<file path="src/rx_status_pkg.sv">
/*
  Constants for the receive alarm, status and test-port register block:
  register offsets, field positions, reset values and detector counts.
  Assumes an 8-bit register port and one 25 MHz clock.
*/
package rx_status_pkg;

  ////////////////////////////////////////////////////////////////////////////
  // register offsets
  localparam logic [7:0] ADDR_SPARE_LEN = 8'h89;
  localparam logic [7:0] ADDR_TP_CTRL = 8'h8A;
  localparam logic [7:0] ADDR_TP_SUPPRESS = 8'h8B;
  localparam logic [7:0] ADDR_ALARM = 8'h90;
  localparam logic [7:0] ADDR_EVENT = 8'h91;

  localparam logic [7:0] RESET_BYTE = 8'h00;
  localparam logic [2:0] RESET_SPARE = 3'h0;
  localparam logic [2:0] RESET_TP_CTRL = 3'h0;

  ////////////////////////////////////////////////////////////////////////////
  // test-port control fields
  localparam int TP_ENABLE = 0;
  localparam int TP_FRAMED = 1;
  localparam int TP_DIRECTION = 2;

  // spare code length select
  localparam logic [2:0] SPARE_LONG_CODE = 3'h7;
  localparam logic [3:0] SPARE_LONG_LEN = 4'h8;

  ////////////////////////////////////////////////////////////////////////////
  // alarm condition order; detect flags low nibble, clear flags high
  localparam int COND_FRAME_LOSS = 0;
  localparam int COND_SIGNAL_LOSS = 1;
  localparam int COND_ALL_ONES = 2;
  localparam int COND_REMOTE_ALARM = 3;

  // t1 event positions
  localparam int T1_FRAMING_BIT_ERR = 0;
  localparam int T1_B8ZS_CODEWORD = 1;
  localparam int T1_SEVERE_FRAMING = 2;
  localparam int T1_ZERO_RUN_16 = 3;
  localparam int T1_ZERO_RUN_8 = 4;
  localparam int T1_ALIGN_CHANGE = 5;
  localparam int T1_PULSE_DENSITY = 7;

  // e1 event positions
  localparam int E1_ALIGN_FRAME = 0;
  localparam int E1_CRC_MF = 1;
  localparam int E1_SIG_ALL_ZEROS = 2;
  localparam int E1_SIG_ALL_ONES = 3;
  localparam int E1_FAS_RESYNC = 4;
  localparam int E1_MFA_RESYNC = 5;
  localparam int E1_CRC_RESYNC = 6;
  localparam logic [7:0] E1_PENDING_MASK = 8'h0F;

  ////////////////////////////////////////////////////////////////////////////
  // detector counts
  localparam logic [7:0] LOS_ZERO_COUNT = 8'd192;
  localparam logic [7:0] ZERO_RUN_SHORT = 8'd8;
  localparam logic [7:0] ZERO_RUN_LONG = 8'd16;
  localparam logic [11:0] AIS_ONES_COUNT = 12'd2048;
  localparam logic [3:0] SEVERE_FRAMING_ERROR_FLAG_ERR_COUNT = 4'd2;
  localparam logic [9:0] CRC_WINDOW = 10'd1000;
  localparam logic [9:0] CRC_ERR_LIMIT = 10'd915;
  localparam logic [1:0] MFA_ERR_RUN = 2'd2;
  localparam logic [1:0] FAS_ERR_RUN = 2'd3;
  localparam logic [3:0] TS16_LAST_FRAME = 4'd15;
  localparam logic [7:0] TS16_MIN_ZEROS = 8'd3;

endpackage : rx_status_pkg

</file>
<file path="src/rx_line_if.sv">
/*
  Carrier between the port block and its line monitor: synchronised line
  symbols in, run and code detections out. Both ends share mclk.
*/
`timescale 1ns/1ps
interface rx_line_if;
  logic tick;
  logic pos;
  logic neg;
  logic zero8_evt;
  logic zero16_evt;
  logic los_cond;
  logic ais_cond;
  logic b8zs_evt;

  modport src (
    output tick, pos, neg,
    input zero8_evt, zero16_evt, los_cond, ais_cond, b8zs_evt
  );
  modport mon (
    input tick, pos, neg,
    output zero8_evt, zero16_evt, los_cond, ais_cond, b8zs_evt
  );
endinterface : rx_line_if

</file>
<file path="src/flag_latch.sv">
/*
  Bank of sticky flags: hardware sets, software clears by mask.
  Assumes set and clear masks are one-cycle pulses on mclk.
*/
`timescale 1ns/1ps
module flag_latch
  import rx_status_pkg::*;
#(
  parameter int WIDTH = 8
) (
  // clock and reset
  input wire logic mclk,
  input wire logic nrst,
  // set and clear
  input wire logic [WIDTH-1:0] set_evt,
  input wire logic [WIDTH-1:0] clr_mask,
  output logic [WIDTH-1:0] flags
);

  // set wins over a clear in the same cycle
  always_ff @(posedge mclk) begin
    if (!nrst) begin
      flags <= '0;
    end else begin
      flags <= (flags & ~clr_mask) | set_evt;
    end
  end

endmodule : flag_latch

</file>
<file path="src/line_monitor.sv">
/*
  Watches synchronised bipolar line symbols for zero runs, loss of signal,
  all-ones and the B8ZS substitution codeword.
  Assumes tick marks one symbol period on mclk.
*/
`timescale 1ns/1ps
module line_monitor
  import rx_status_pkg::*;
(
  // clock and reset
  input wire logic mclk,
  input wire logic nrst,
  // line symbols and detections
  rx_line_if.mon line
);

  logic mark;
  logic [7:0] zrun;
  logic [11:0] orun;
  logic [15:0] sym;
  logic [15:0] next_sym;
  logic [1:0] pol_before;
  logic [1:0] pol_last;
  logic [1:0] pol_inv;

  assign mark = line.pos | line.neg;
  assign next_sym = {sym[13:0], line.pos, line.neg};
  // the symbol leaving the window this tick is the nearest one before it
  assign pol_last = (sym[15:14] != 2'b00) ? sym[15:14] : pol_before;
  assign pol_inv = {pol_last[0], pol_last[1]};

  ////////////////////////////////////////////////////////////////////////////
  // zero runs and loss of signal
  always_ff @(posedge mclk) begin
    if (!nrst) begin
      zrun <= 8'h00;
      line.zero8_evt <= 1'b0;
      line.zero16_evt <= 1'b0;
      line.los_cond <= 1'b0;
    end else begin
      line.zero8_evt <= line.tick & ~mark & (zrun == ZERO_RUN_SHORT - 8'd1);
      line.zero16_evt <= line.tick & ~mark & (zrun == ZERO_RUN_LONG - 8'd1);
      if (line.tick) begin
        if (mark) begin
          zrun <= 8'h00;
          line.los_cond <= 1'b0;
        end else begin
          if (zrun != 8'hFF) begin
            zrun <= zrun + 8'd1;
          end
          if (zrun == LOS_ZERO_COUNT - 8'd1) begin
            line.los_cond <= 1'b1;
          end
        end
      end
    end
  end

  ////////////////////////////////////////////////////////////////////////////
  // unframed all-ones: a long unbroken run of marks
  always_ff @(posedge mclk) begin
    if (!nrst) begin
      orun <= 12'h000;
      line.ais_cond <= 1'b0;
    end else if (line.tick) begin
      if (!mark) begin
        orun <= 12'h000;
        line.ais_cond <= 1'b0;
      end else if (orun != AIS_ONES_COUNT) begin
        orun <= orun + 12'd1;
      end else begin
        line.ais_cond <= 1'b1;
      end
    end
  end

  ////////////////////////////////////////////////////////////////////////////
  // 000VB0VB against the last mark before the window, any coding mode
  always_ff @(posedge mclk) begin
    if (!nrst) begin
      sym <= 16'h0000;
      pol_before <= 2'b00;
      line.b8zs_evt <= 1'b0;
    end else begin
      line.b8zs_evt <= line.tick & (pol_last != 2'b00) &
        (next_sym == {6'h00, pol_last, pol_inv, 2'b00, pol_inv,
        pol_last});
      if (line.tick) begin
        sym <= next_sym;
        if (sym[15:14] != 2'b00) begin
          pol_before <= sym[15:14];
        end
      end
    end
  end

endmodule : line_monitor

</file>
<file path="src/rx_alarm_port.sv">
/*
  Receive-side control and latched status of one port: spare code length,
  test-pattern port routing and suppression, latched alarm and event flags.
  Assumes framer inputs are on mclk; line pins are asynchronous.
*/
`timescale 1ns/1ps

module rx_alarm_port
  import rx_status_pkg::*;
(
  // clock and reset
  input wire logic mclk,
  input wire logic nrst,
  // register port
  input wire logic [7:0] reg_addr,
  input wire logic [7:0] reg_wdata,
  input wire logic reg_wr,
  input wire logic reg_rd,
  output logic [7:0] reg_rdata,
  // mode
  input wire logic e1_mode,
  // line pins and symbol tick
  input wire logic line_in_pos,
  input wire logic line_in_neg,
  input wire logic line_bit_tick,
  // framer conditions and events
  input wire logic remote_alarm,
  input wire logic frame_sync_lost,
  input wire logic resync_done,
  input wire logic [3:0] resync_alignment,
  input wire logic framing_bit_strobe,
  input wire logic framing_bit_err,
  input wire logic crc_word_strobe,
  input wire logic crc_word_err,
  input wire logic mfa_word_strobe,
  input wire logic mfa_word_err,
  input wire logic fas_word_strobe,
  input wire logic fas_word_err,
  input wire logic ts16_strobe,
  input wire logic [7:0] ts16_byte,
  input wire logic mf_start,
  input wire logic crc_mf_boundary,
  input wire logic align_frame_event,
  // pattern tester sources
  input wire logic framer_bit,
  input wire logic framer_bit_valid,
  input wire logic tx_bit,
  input wire logic tx_bit_valid,
  input wire logic f_bit_slot,
  input wire logic [2:0] chan_bit_index,
  // outputs
  output logic bert_bit,
  output logic bert_bit_valid,
  output logic [3:0] spare_len_bits,
  output logic spare_len_ext,
  output logic status_event_pending
);

  function automatic logic [3:0] count_ones(input logic [7:0] v);
    logic [3:0] n;
    n = 4'h0;
    for (int i = 0; i < 8; i++) begin
      n = n + {3'b000, v[i]};
    end
    return n;
  endfunction : count_ones

  ////////////////////////////////////////////////////////////////////////////
  // line pin synchronisers
  logic pos_meta;
  logic pos_sync;
  logic neg_meta;
  logic neg_sync;
  rx_line_if line ();

  always_ff @(posedge mclk) begin
    if (!nrst) begin
      pos_meta <= 1'b0;
      pos_sync <= 1'b0;
      neg_meta <= 1'b0;
      neg_sync <= 1'b0;
    end else begin
      pos_meta <= line_in_pos;
      pos_sync <= pos_meta;
      neg_meta <= line_in_neg;
      neg_sync <= neg_meta;
    end
  end

  assign line.tick = line_bit_tick;
  assign line.pos = pos_sync;
  assign line.neg = neg_sync;

  line_monitor u_line_monitor (
    .mclk (mclk),
    .nrst (nrst),
    .line (line.mon)
  );

  ////////////////////////////////////////////////////////////////////////////
  // control registers
  logic [2:0] spare_code_length_sel;
  logic [2:0] tp_ctrl;
  logic [7:0] channel_bit_suppress;
  logic test_port_enable;
  logic test_port_framed_sel;
  logic test_port_direction;

  assign test_port_enable = tp_ctrl[TP_ENABLE];
  assign test_port_framed_sel = tp_ctrl[TP_FRAMED];
  assign test_port_direction = tp_ctrl[TP_DIRECTION];

  always_ff @(posedge mclk) begin
    if (!nrst) begin
      spare_code_length_sel <= RESET_SPARE;
      tp_ctrl <= RESET_TP_CTRL;
      channel_bit_suppress <= RESET_BYTE;
    end else if (reg_wr) begin
      if (reg_addr == ADDR_SPARE_LEN) begin
        spare_code_length_sel <= reg_wdata[2:0];
      end
      if (reg_addr == ADDR_TP_CTRL) begin
        tp_ctrl <= reg_wdata[2:0];
      end
      if (reg_addr == ADDR_TP_SUPPRESS) begin
        channel_bit_suppress <= reg_wdata;
      end
    end
  end

  // spare code length handed to the matcher
  always_ff @(posedge mclk) begin
    if (!nrst) begin
      spare_len_bits <= 4'h1;
      spare_len_ext <= 1'b0;
    end else if (spare_code_length_sel == SPARE_LONG_CODE) begin
      spare_len_bits <= SPARE_LONG_LEN;
      spare_len_ext <= 1'b1;
    end else begin
      spare_len_bits <= {1'b0, spare_code_length_sel} + 4'h1;
      spare_len_ext <= 1'b0;
    end
  end

  ////////////////////////////////////////////////////////////////////////////
  // pattern tester routing
  logic src_bit;
  logic src_valid;
  logic drop_fbit;
  logic drop_chan;

  // transmit data is taken before the elastic store, so it needs no ES path
  assign src_bit = test_port_direction ? tx_bit : framer_bit;
  assign src_valid = test_port_direction ? tx_bit_valid : framer_bit_valid;
  // e1 has no F-bit, so the slot marker never drops a bit there
  assign drop_fbit = f_bit_slot & ~e1_mode & ~test_port_framed_sel;
  assign drop_chan = ~f_bit_slot & channel_bit_suppress[chan_bit_index];

  always_ff @(posedge mclk) begin
    if (!nrst) begin
      bert_bit <= 1'b0;
      bert_bit_valid <= 1'b0;
    end else begin
      bert_bit <= src_bit;
      bert_bit_valid <= test_port_enable & src_valid & ~drop_fbit &
        ~drop_chan;
    end
  end

  ////////////////////////////////////////////////////////////////////////////
  // alarm conditions and their edges
  logic [3:0] cond_now;
  logic [3:0] cond_prev;
  logic [7:0] alarm_set;
  logic [7:0] alarm_clr;
  logic [7:0] alarm_flags;

  always_comb begin
    cond_now = 4'h0;
    cond_now[COND_FRAME_LOSS] = frame_sync_lost;
    cond_now[COND_SIGNAL_LOSS] = line.los_cond;
    cond_now[COND_ALL_ONES] = line.ais_cond;
    cond_now[COND_REMOTE_ALARM] = remote_alarm;
  end

  always_ff @(posedge mclk) begin
    if (!nrst) begin
      cond_prev <= 4'h0;
    end else begin
      cond_prev <= cond_now;
    end
  end

  assign alarm_set = {~cond_now & cond_prev, cond_now & ~cond_prev};
  assign alarm_clr = (reg_wr && reg_addr == ADDR_ALARM) ? reg_wdata : 8'h00;

  flag_latch #(.WIDTH(8)) u_alarm_flags (
    .mclk (mclk),
    .nrst (nrst),
    .set_evt (alarm_set),
    .clr_mask (alarm_clr),
    .flags (alarm_flags)
  );

  ////////////////////////////////////////////////////////////////////////////
  // t1 framing history and alignment
  logic [5:0] fbit_hist;
  logic [5:0] next_fbit_hist;
  logic severe_framing_error_flag_evt;
  logic [3:0] held_alignment;
  logic alignment_known;
  logic alignment_change_flag_evt;

  assign next_fbit_hist = {fbit_hist[4:0], framing_bit_err};

  always_ff @(posedge mclk) begin
    if (!nrst) begin
      fbit_hist <= 6'h00;
      severe_framing_error_flag_evt <= 1'b0;
    end else begin
      severe_framing_error_flag_evt <= framing_bit_strobe & framing_bit_err &
        (count_ones({2'b00, next_fbit_hist}) >= SEVERE_FRAMING_ERROR_FLAG_ERR_COUNT);
      if (framing_bit_strobe) begin
        fbit_hist <= next_fbit_hist;
      end
    end
  end

  always_ff @(posedge mclk) begin
    if (!nrst) begin
      held_alignment <= 4'h0;
      alignment_known <= 1'b0;
      alignment_change_flag_evt <= 1'b0;
    end else begin
      alignment_change_flag_evt <= resync_done & alignment_known &
        (resync_alignment != held_alignment);
      if (resync_done) begin
        held_alignment <= resync_alignment;
        alignment_known <= 1'b1;
      end
    end
  end

  logic [7:0] t1_set;
  logic [7:0] t1_flags;

  always_comb begin
    t1_set = 8'h00;
    if (!e1_mode) begin
      t1_set[T1_FRAMING_BIT_ERR] = framing_bit_strobe & framing_bit_err;
      t1_set[T1_B8ZS_CODEWORD] = line.b8zs_evt;
      t1_set[T1_SEVERE_FRAMING] = severe_framing_error_flag_evt;
      t1_set[T1_ZERO_RUN_16] = line.zero16_evt;
      t1_set[T1_ZERO_RUN_8] = line.zero8_evt;
      t1_set[T1_ALIGN_CHANGE] = alignment_change_flag_evt;
      // density judged by the 16-zero run only
      t1_set[T1_PULSE_DENSITY] = line.zero16_evt;
    end
  end

  ////////////////////////////////////////////////////////////////////////////
  // e1 resync criteria
  logic [9:0] crc_words;
  logic [9:0] crc_errs;
  logic crc_evt;
  logic [1:0] mfa_run;
  logic [1:0] fas_run;
  logic mfa_evt;
  logic fas_evt;

  always_ff @(posedge mclk) begin
    if (!nrst) begin
      crc_words <= 10'h000;
      crc_errs <= 10'h000;
      crc_evt <= 1'b0;
    end else begin
      crc_evt <= 1'b0;
      if (crc_word_strobe) begin
        if (crc_words == CRC_WINDOW - 10'd1) begin
          crc_evt <= (crc_errs + {9'h000, crc_word_err}) >= CRC_ERR_LIMIT;
          crc_words <= 10'h000;
          crc_errs <= 10'h000;
        end else begin
          crc_words <= crc_words + 10'd1;
          crc_errs <= crc_errs + {9'h000, crc_word_err};
        end
      end
    end
  end

  always_ff @(posedge mclk) begin
    if (!nrst) begin
      mfa_run <= 2'h0;
      mfa_evt <= 1'b0;
    end else begin
      mfa_evt <= mfa_word_strobe & mfa_word_err &
        (mfa_run == MFA_ERR_RUN - 2'd1);
      if (mfa_word_strobe) begin
        if (!mfa_word_err || mfa_run == MFA_ERR_RUN - 2'd1) begin
          mfa_run <= 2'h0;
        end else begin
          mfa_run <= mfa_run + 2'd1;
        end
      end
    end
  end

  always_ff @(posedge mclk) begin
    if (!nrst) begin
      fas_run <= 2'h0;
      fas_evt <= 1'b0;
    end else begin
      fas_evt <= fas_word_strobe & fas_word_err &
        (fas_run == FAS_ERR_RUN - 2'd1);
      if (fas_word_strobe) begin
        if (!fas_word_err || fas_run == FAS_ERR_RUN - 2'd1) begin
          fas_run <= 2'h0;
        end else begin
          fas_run <= fas_run + 2'd1;
        end
      end
    end
  end

  ////////////////////////////////////////////////////////////////////////////
  // timeslot 16 over one 16-frame block, aligned by mf_start
  logic [3:0] ts16_frame;
  logic [3:0] frame_now;
  logic [7:0] ts16_zeros;
  logic [7:0] zeros_now;
  logic [7:0] next_zeros;
  logic ts16_all_zero;
  logic ts16_aligned;
  logic sa1_evt;
  logic sa0_evt;

  assign frame_now = mf_start ? 4'h0 : ts16_frame;
  assign zeros_now = 8'd8 - {4'h0, count_ones(ts16_byte)};
  assign next_zeros = (mf_start ? 8'h00 : ts16_zeros) + zeros_now;

  always_ff @(posedge mclk) begin
    if (!nrst) begin
      ts16_frame <= 4'h0;
      ts16_zeros <= 8'h00;
      ts16_all_zero <= 1'b1;
      ts16_aligned <= 1'b0;
      sa1_evt <= 1'b0;
      sa0_evt <= 1'b0;
    end else begin
      sa1_evt <= 1'b0;
      sa0_evt <= 1'b0;
      if (ts16_strobe) begin
        if (frame_now == TS16_LAST_FRAME) begin
          // signalling mode does not gate this check
          sa1_evt <= next_zeros < TS16_MIN_ZEROS;
          sa0_evt <= ts16_aligned & (ts16_byte == 8'h00) &
            ts16_all_zero;
          ts16_frame <= 4'h0;
          ts16_zeros <= 8'h00;
          ts16_all_zero <= 1'b1;
          ts16_aligned <= 1'b0;
        end else begin
          ts16_frame <= frame_now + 4'd1;
          ts16_zeros <= next_zeros;
          ts16_all_zero <= (mf_start | ts16_all_zero) & (ts16_byte == 8'h00);
          ts16_aligned <= mf_start | ts16_aligned;
        end
      end
    end
  end

  logic [7:0] e1_set;
  logic [7:0] e1_flags;

  always_comb begin
    e1_set = 8'h00;
    if (e1_mode) begin
      e1_set[E1_ALIGN_FRAME] = align_frame_event;
      e1_set[E1_CRC_MF] = crc_mf_boundary;
      e1_set[E1_SIG_ALL_ZEROS] = sa0_evt;
      e1_set[E1_SIG_ALL_ONES] = sa1_evt;
      e1_set[E1_FAS_RESYNC] = fas_evt;
      e1_set[E1_MFA_RESYNC] = mfa_evt;
      e1_set[E1_CRC_RESYNC] = crc_evt;
    end
  end

  ////////////////////////////////////////////////////////////////////////////
  // shared offset: a clear reaches the bank of the current mode
  logic event_wr;
  logic [7:0] t1_clr;
  logic [7:0] e1_clr;

  assign event_wr = reg_wr && reg_addr == ADDR_EVENT;
  assign t1_clr = (event_wr && !e1_mode) ? reg_wdata : 8'h00;
  assign e1_clr = (event_wr && e1_mode) ? reg_wdata : 8'h00;

  flag_latch #(.WIDTH(8)) u_t1_flags (
    .mclk (mclk),
    .nrst (nrst),
    .set_evt (t1_set),
    .clr_mask (t1_clr),
    .flags (t1_flags)
  );

  flag_latch #(.WIDTH(8)) u_e1_flags (
    .mclk (mclk),
    .nrst (nrst),
    .set_evt (e1_set),
    .clr_mask (e1_clr),
    .flags (e1_flags)
  );

  ////////////////////////////////////////////////////////////////////////////
  // pending request to the chip interrupt logic; t1 events never count
  always_ff @(posedge mclk) begin
    if (!nrst) begin
      status_event_pending <= 1'b0;
    end else begin
      status_event_pending <= (|alarm_flags) |
        (e1_mode & |(e1_flags & E1_PENDING_MASK));
    end
  end

  ////////////////////////////////////////////////////////////////////////////
  // read data, valid only in the cycle after the strobe
  always_ff @(posedge mclk) begin
    if (!nrst) begin
      reg_rdata <= RESET_BYTE;
    end else if (reg_rd) begin
      unique case (reg_addr)
        ADDR_SPARE_LEN: reg_rdata <= {5'h00, spare_code_length_sel};
        ADDR_TP_CTRL: reg_rdata <= {5'h00, tp_ctrl};
        ADDR_TP_SUPPRESS: reg_rdata <= channel_bit_suppress;
        ADDR_ALARM: reg_rdata <= alarm_flags;
        ADDR_EVENT: reg_rdata <= e1_mode ? e1_flags : t1_flags;
        default: reg_rdata <= 8'h00;
      endcase
    end else begin
      reg_rdata <= 8'h00;
    end
  end

endmodule : rx_alarm_port

</file>
<file path="config.mk">
export PLATFORM = sky130hd
export DESIGN_NAME = rx_alarm_port
export DESIGN_NICKNAME = d
export VERILOG_FILES = /design/src/rx_status_pkg.sv /design/src/rx_line_if.sv /design/src/flag_latch.sv /design/src/line_monitor.sv /design/src/rx_alarm_port.sv
export SDC_FILE = /design/constraint.sdc
export NUM_CORES = 1
export LEC_CHECK = 0
export BUFFER_PORTS_ARGS = -buffer_cell sky130_fd_sc_hd__buf_2
export CAP_MARGIN = 30
export CORE_ASPECT_RATIO = 0.7
export CORE_MARGIN = 5
export CORE_UTILIZATION = 60
export DETAILED_ROUTE_END_ITERATION = 6
export PLACE_DENSITY = 0.81
export SLEW_MARGIN = 20
export SYNTH_ARGS = -nofsm -noshare
export SYNTH_HDL_FRONTEND = slang
export SYNTH_SLANG_ARGS = --single-unit
</file>
<file path="constraint.sdc">
create_clock -name mclk -period 11 [get_ports mclk]
set_clock_uncertainty 0.15 [all_clocks]
set_input_delay 2.2 -clock mclk [delete_from_list [all_inputs] [get_ports mclk]]
set_output_delay 2.2 -clock mclk [all_outputs]
set_load 0.03 [all_outputs]
</file>
==> flow_metrics.tcl <==
set metrics [dict create \
    insertion_delay_ps 420 \
    top_level_ports 75 \
    end_kind "flop" \
    post-route-cell-area_mm2 0.008635 \
    worst_pin_slew_ps 791.7 \
    crit_required_ps 11210 \
    max-slew-margin-rel 0.4722 \
    synth.net_count 960 \
    antenna_found_initial 0 \
    cts_buffers 17 \
    track_usage 0.2303 \
    final_cells 1097 \
    layout-drive-gt1-share 0.1316 \
    yosysWarningCount 0 \
    dieArea_mm2 0.01515 \
    drt-pass1-iter-count 5 \
    synthCells 869 \
    p_total_mw 1.306 \
    clkTransAtPathRegs_ps 70 \
    slowest_stage "fa_1" \
    fin_crit_sh 0.5002 \
    avgViaCountPerCell 5.781 \
    placed_cells 1065 \
    fin_ws_ps 5498 \
    ant_nets 0 \
    hold_viol_final 0 \
    core_mm2 0.01246 \
    dp_hpwl_um 11880 \
    cts_root_buf "clkbuf_16" \
    die_h_um 104.5 \
    portBuffers 74 \
    drt_iter0_drc 456 \
    path_class "in -> reg" \
    synth_edf_count 0 \
    rows 34 \
    grt_first_pass_wirelength_um 29410 \
    drt-total-wl_um 17210 \
    grt_max_degree 60 \
    slew_violations 0 \
    cap_violations 0 \
    status "finished clean" \
    post_synth.cell_area_avg_um2 8.806 \
    synth-seq-area-share 0.4186 \
    nets 1013 \
    syn_to_final_growth_pct 12.84 \
    cts.sinks 160 \
    synth_area_mm2 0.007652 \
    route.vias.total 6342 \
    cts_setup_buffers 0 \
    nFillCells 972 \
    async_reset_ff_frac 0 \
    tns_ps 0 \
    cts_buffer_depth 2 \
    n_antenna_cell 0 \
    hp-class "reg -> reg" \
    fp.dieW_um 145.0 \
    setup_viol 0 \
    gp_congestion 0.9083 \
    synth_flop_cell "dfxtp_1" \
    rsz0062_at_grt "no" \
    routedWlPerCell_um 15.69 \
    cts_hold_buf 0 \
    cpPeakStageDelay_ps 540 \
    h-tree-depth 4 \
    layout_common_cells "dfxtp_1 (160), nor2_1 (120), buf_2 (74), nand2_1 (73), a21oi_1 (63)" \
    placed_area_mm2 0.008056 \
    vdd_drop_max_mv 0.1149 \
    crit_path_start_kind "primary input" \
    fmax_mhz 181.8 \
    power_density_mw_per_mm2 151.3 \
    path_cells "buf_2 -> inv_1 -> fa_1 -> ha_1 -> inv_1 -> fa_1 -> inv_1 -> ha_1 -> fa_1 -> ha_1 -> a21o_1 -> a21oi_1 -> xnor2_1 -> nor4b_1 -> o2111a_1" \
    fin_util 0.6927 \
    worst_hold_slack_ps 282.6 \
    drc 0 \
    pre_cts_ws_ps 5099 \
    path_max_fanout 4 \
    yosysUniqueCellTypes 67 \
    p_leak_nw 3.497 \
    grt_overflow 0 \
    initial_utilization 0.6139 \
    ys_seq_elements 160 \
    grt_pass1_vias 5941 \
    cts_resized 0 \
    fin_crit_ps 5502 \
    cts_tree "built" \
    crit_arrival_ps 5710 \
    mostFrequentLayoutCell "dfxtp_1" \
]
==> area by class of cell <==
| type | count | area, um2 | area share |
|---|---|---|---|
| clock buffers | 18 | 439.2 | 0.05086 |
| clock inverters | 14 | 138.9 | 0.01608 |
| inverters | 37 | 138.9 | 0.01608 |
| multi-input cells | 630 | 4126 | 0.4779 |
| flip-flops and latches | 160 | 3203 | 0.3710 |
| well taps | 162 | 202.7 | 0.02347 |
| repair buffers | 76 | 385.4 | 0.04463 |
==> logic make-up (layout without fill, tap and decap cells) <==
| logic type | count (synthesis) | in the layout | share of synthesized area |
|---|---|---|---|
| buffers and inverters | 79 | 145 | 0.04218 |
| xor gates and xnor gates | 29 | 29 | 0.03319 |
| muxes | 49 | 49 | 0.06785 |
| AOI/OAI and AO/OA | 172 | 172 | 0.1441 |
| DFF | 160 | 160 | 0.4186 |
| and+or+nand+nor | 348 | 348 | 0.2340 |
| adders and majority gates | 32 | 32 | 0.06017 |
==> sequential cells by signal, indices dropped and copies added (netlist names), 10 cells and up <==
register and cells:
u_line_monitor.orun 12, crc_words 10, crc_errs 10, u_line_monitor.sym 16
==> report_power, final <==
part,switching (mW),leakage [nW],internal (mW)
sequential,0.00889,1.30,0.592
combinational,0.0748,1.92,0.0508
clock,0.255,0.282,0.325
==> path summary, 6_finish.rpt <==
path,start,endpoint,slack (ps),cells past startpoint
worst min register to register,pos_meta,line.pos,280,1
worst max register to register,ts16_zeros[0],sa1_evt,8620,8
worst max-delay path,ts16_byte[4],sa1_evt,5500,15
worst min-delay path,pos_meta,line.pos,280,1
==> per-layer routing <==
metal	wire length [um]	track usage
met1	8366	0.3386
met2	7576	0.3388
met3	1092	0.05618
met4	174	0.05780
met5	0	0
==> synth_stat cells (3+ instances only) <==
master	n	area share
inv_1	32	0.016
o211ai_1	3	0.0029
a22oi_1	17	0.017
nand4b_1	4	0.0046
o21a_1	12	0.012
nand2b_1	9	0.0074
ha_1	24	0.039
fa_1	8	0.021
a21oi_1	63	0.041
and2_1	14	0.011
nor2b_1	23	0.019
nor4_1	9	0.0074
mux2_1	3	0.0044
nand2_1	73	0.036
a21bo_1	4	0.0052
or4_1	3	0.0029
and4_1	8	0.0092
buf_2	3	0.0020
nor3_1	9	0.0059
xor2_1	15	0.017
or3_1	6	0.0049
clkbuf_1	33	0.016
xnor2_1	14	0.016
nor2_1	120	0.059
mux2i_1	44	0.058
o21ai_0	10	0.0065
nand3_1	24	0.016
and3_1	11	0.0090
nor4_4	4	0.011
nand4_1	17	0.014
a31oi_1	9	0.0074
clkinv_1	3	0.0015
dfxtp_1	160	0.42
a211oi_1	7	0.0069
a21o_1	4	0.0039
o21ai_1	14	0.0092
a21boi_1	12	0.012
==> critical path, delay by kind of cell <==
family	cells	cell delay [ps]
adder cells (fa/ha/maj)	6	2220
buffers and inverters	4	220
XOR/XNOR	1	120
AO/OA/AOI/OAI	3	700
AND/OR/NAND/NOR	1	250
Note: power is estimated with default switching activity, not from simulation.
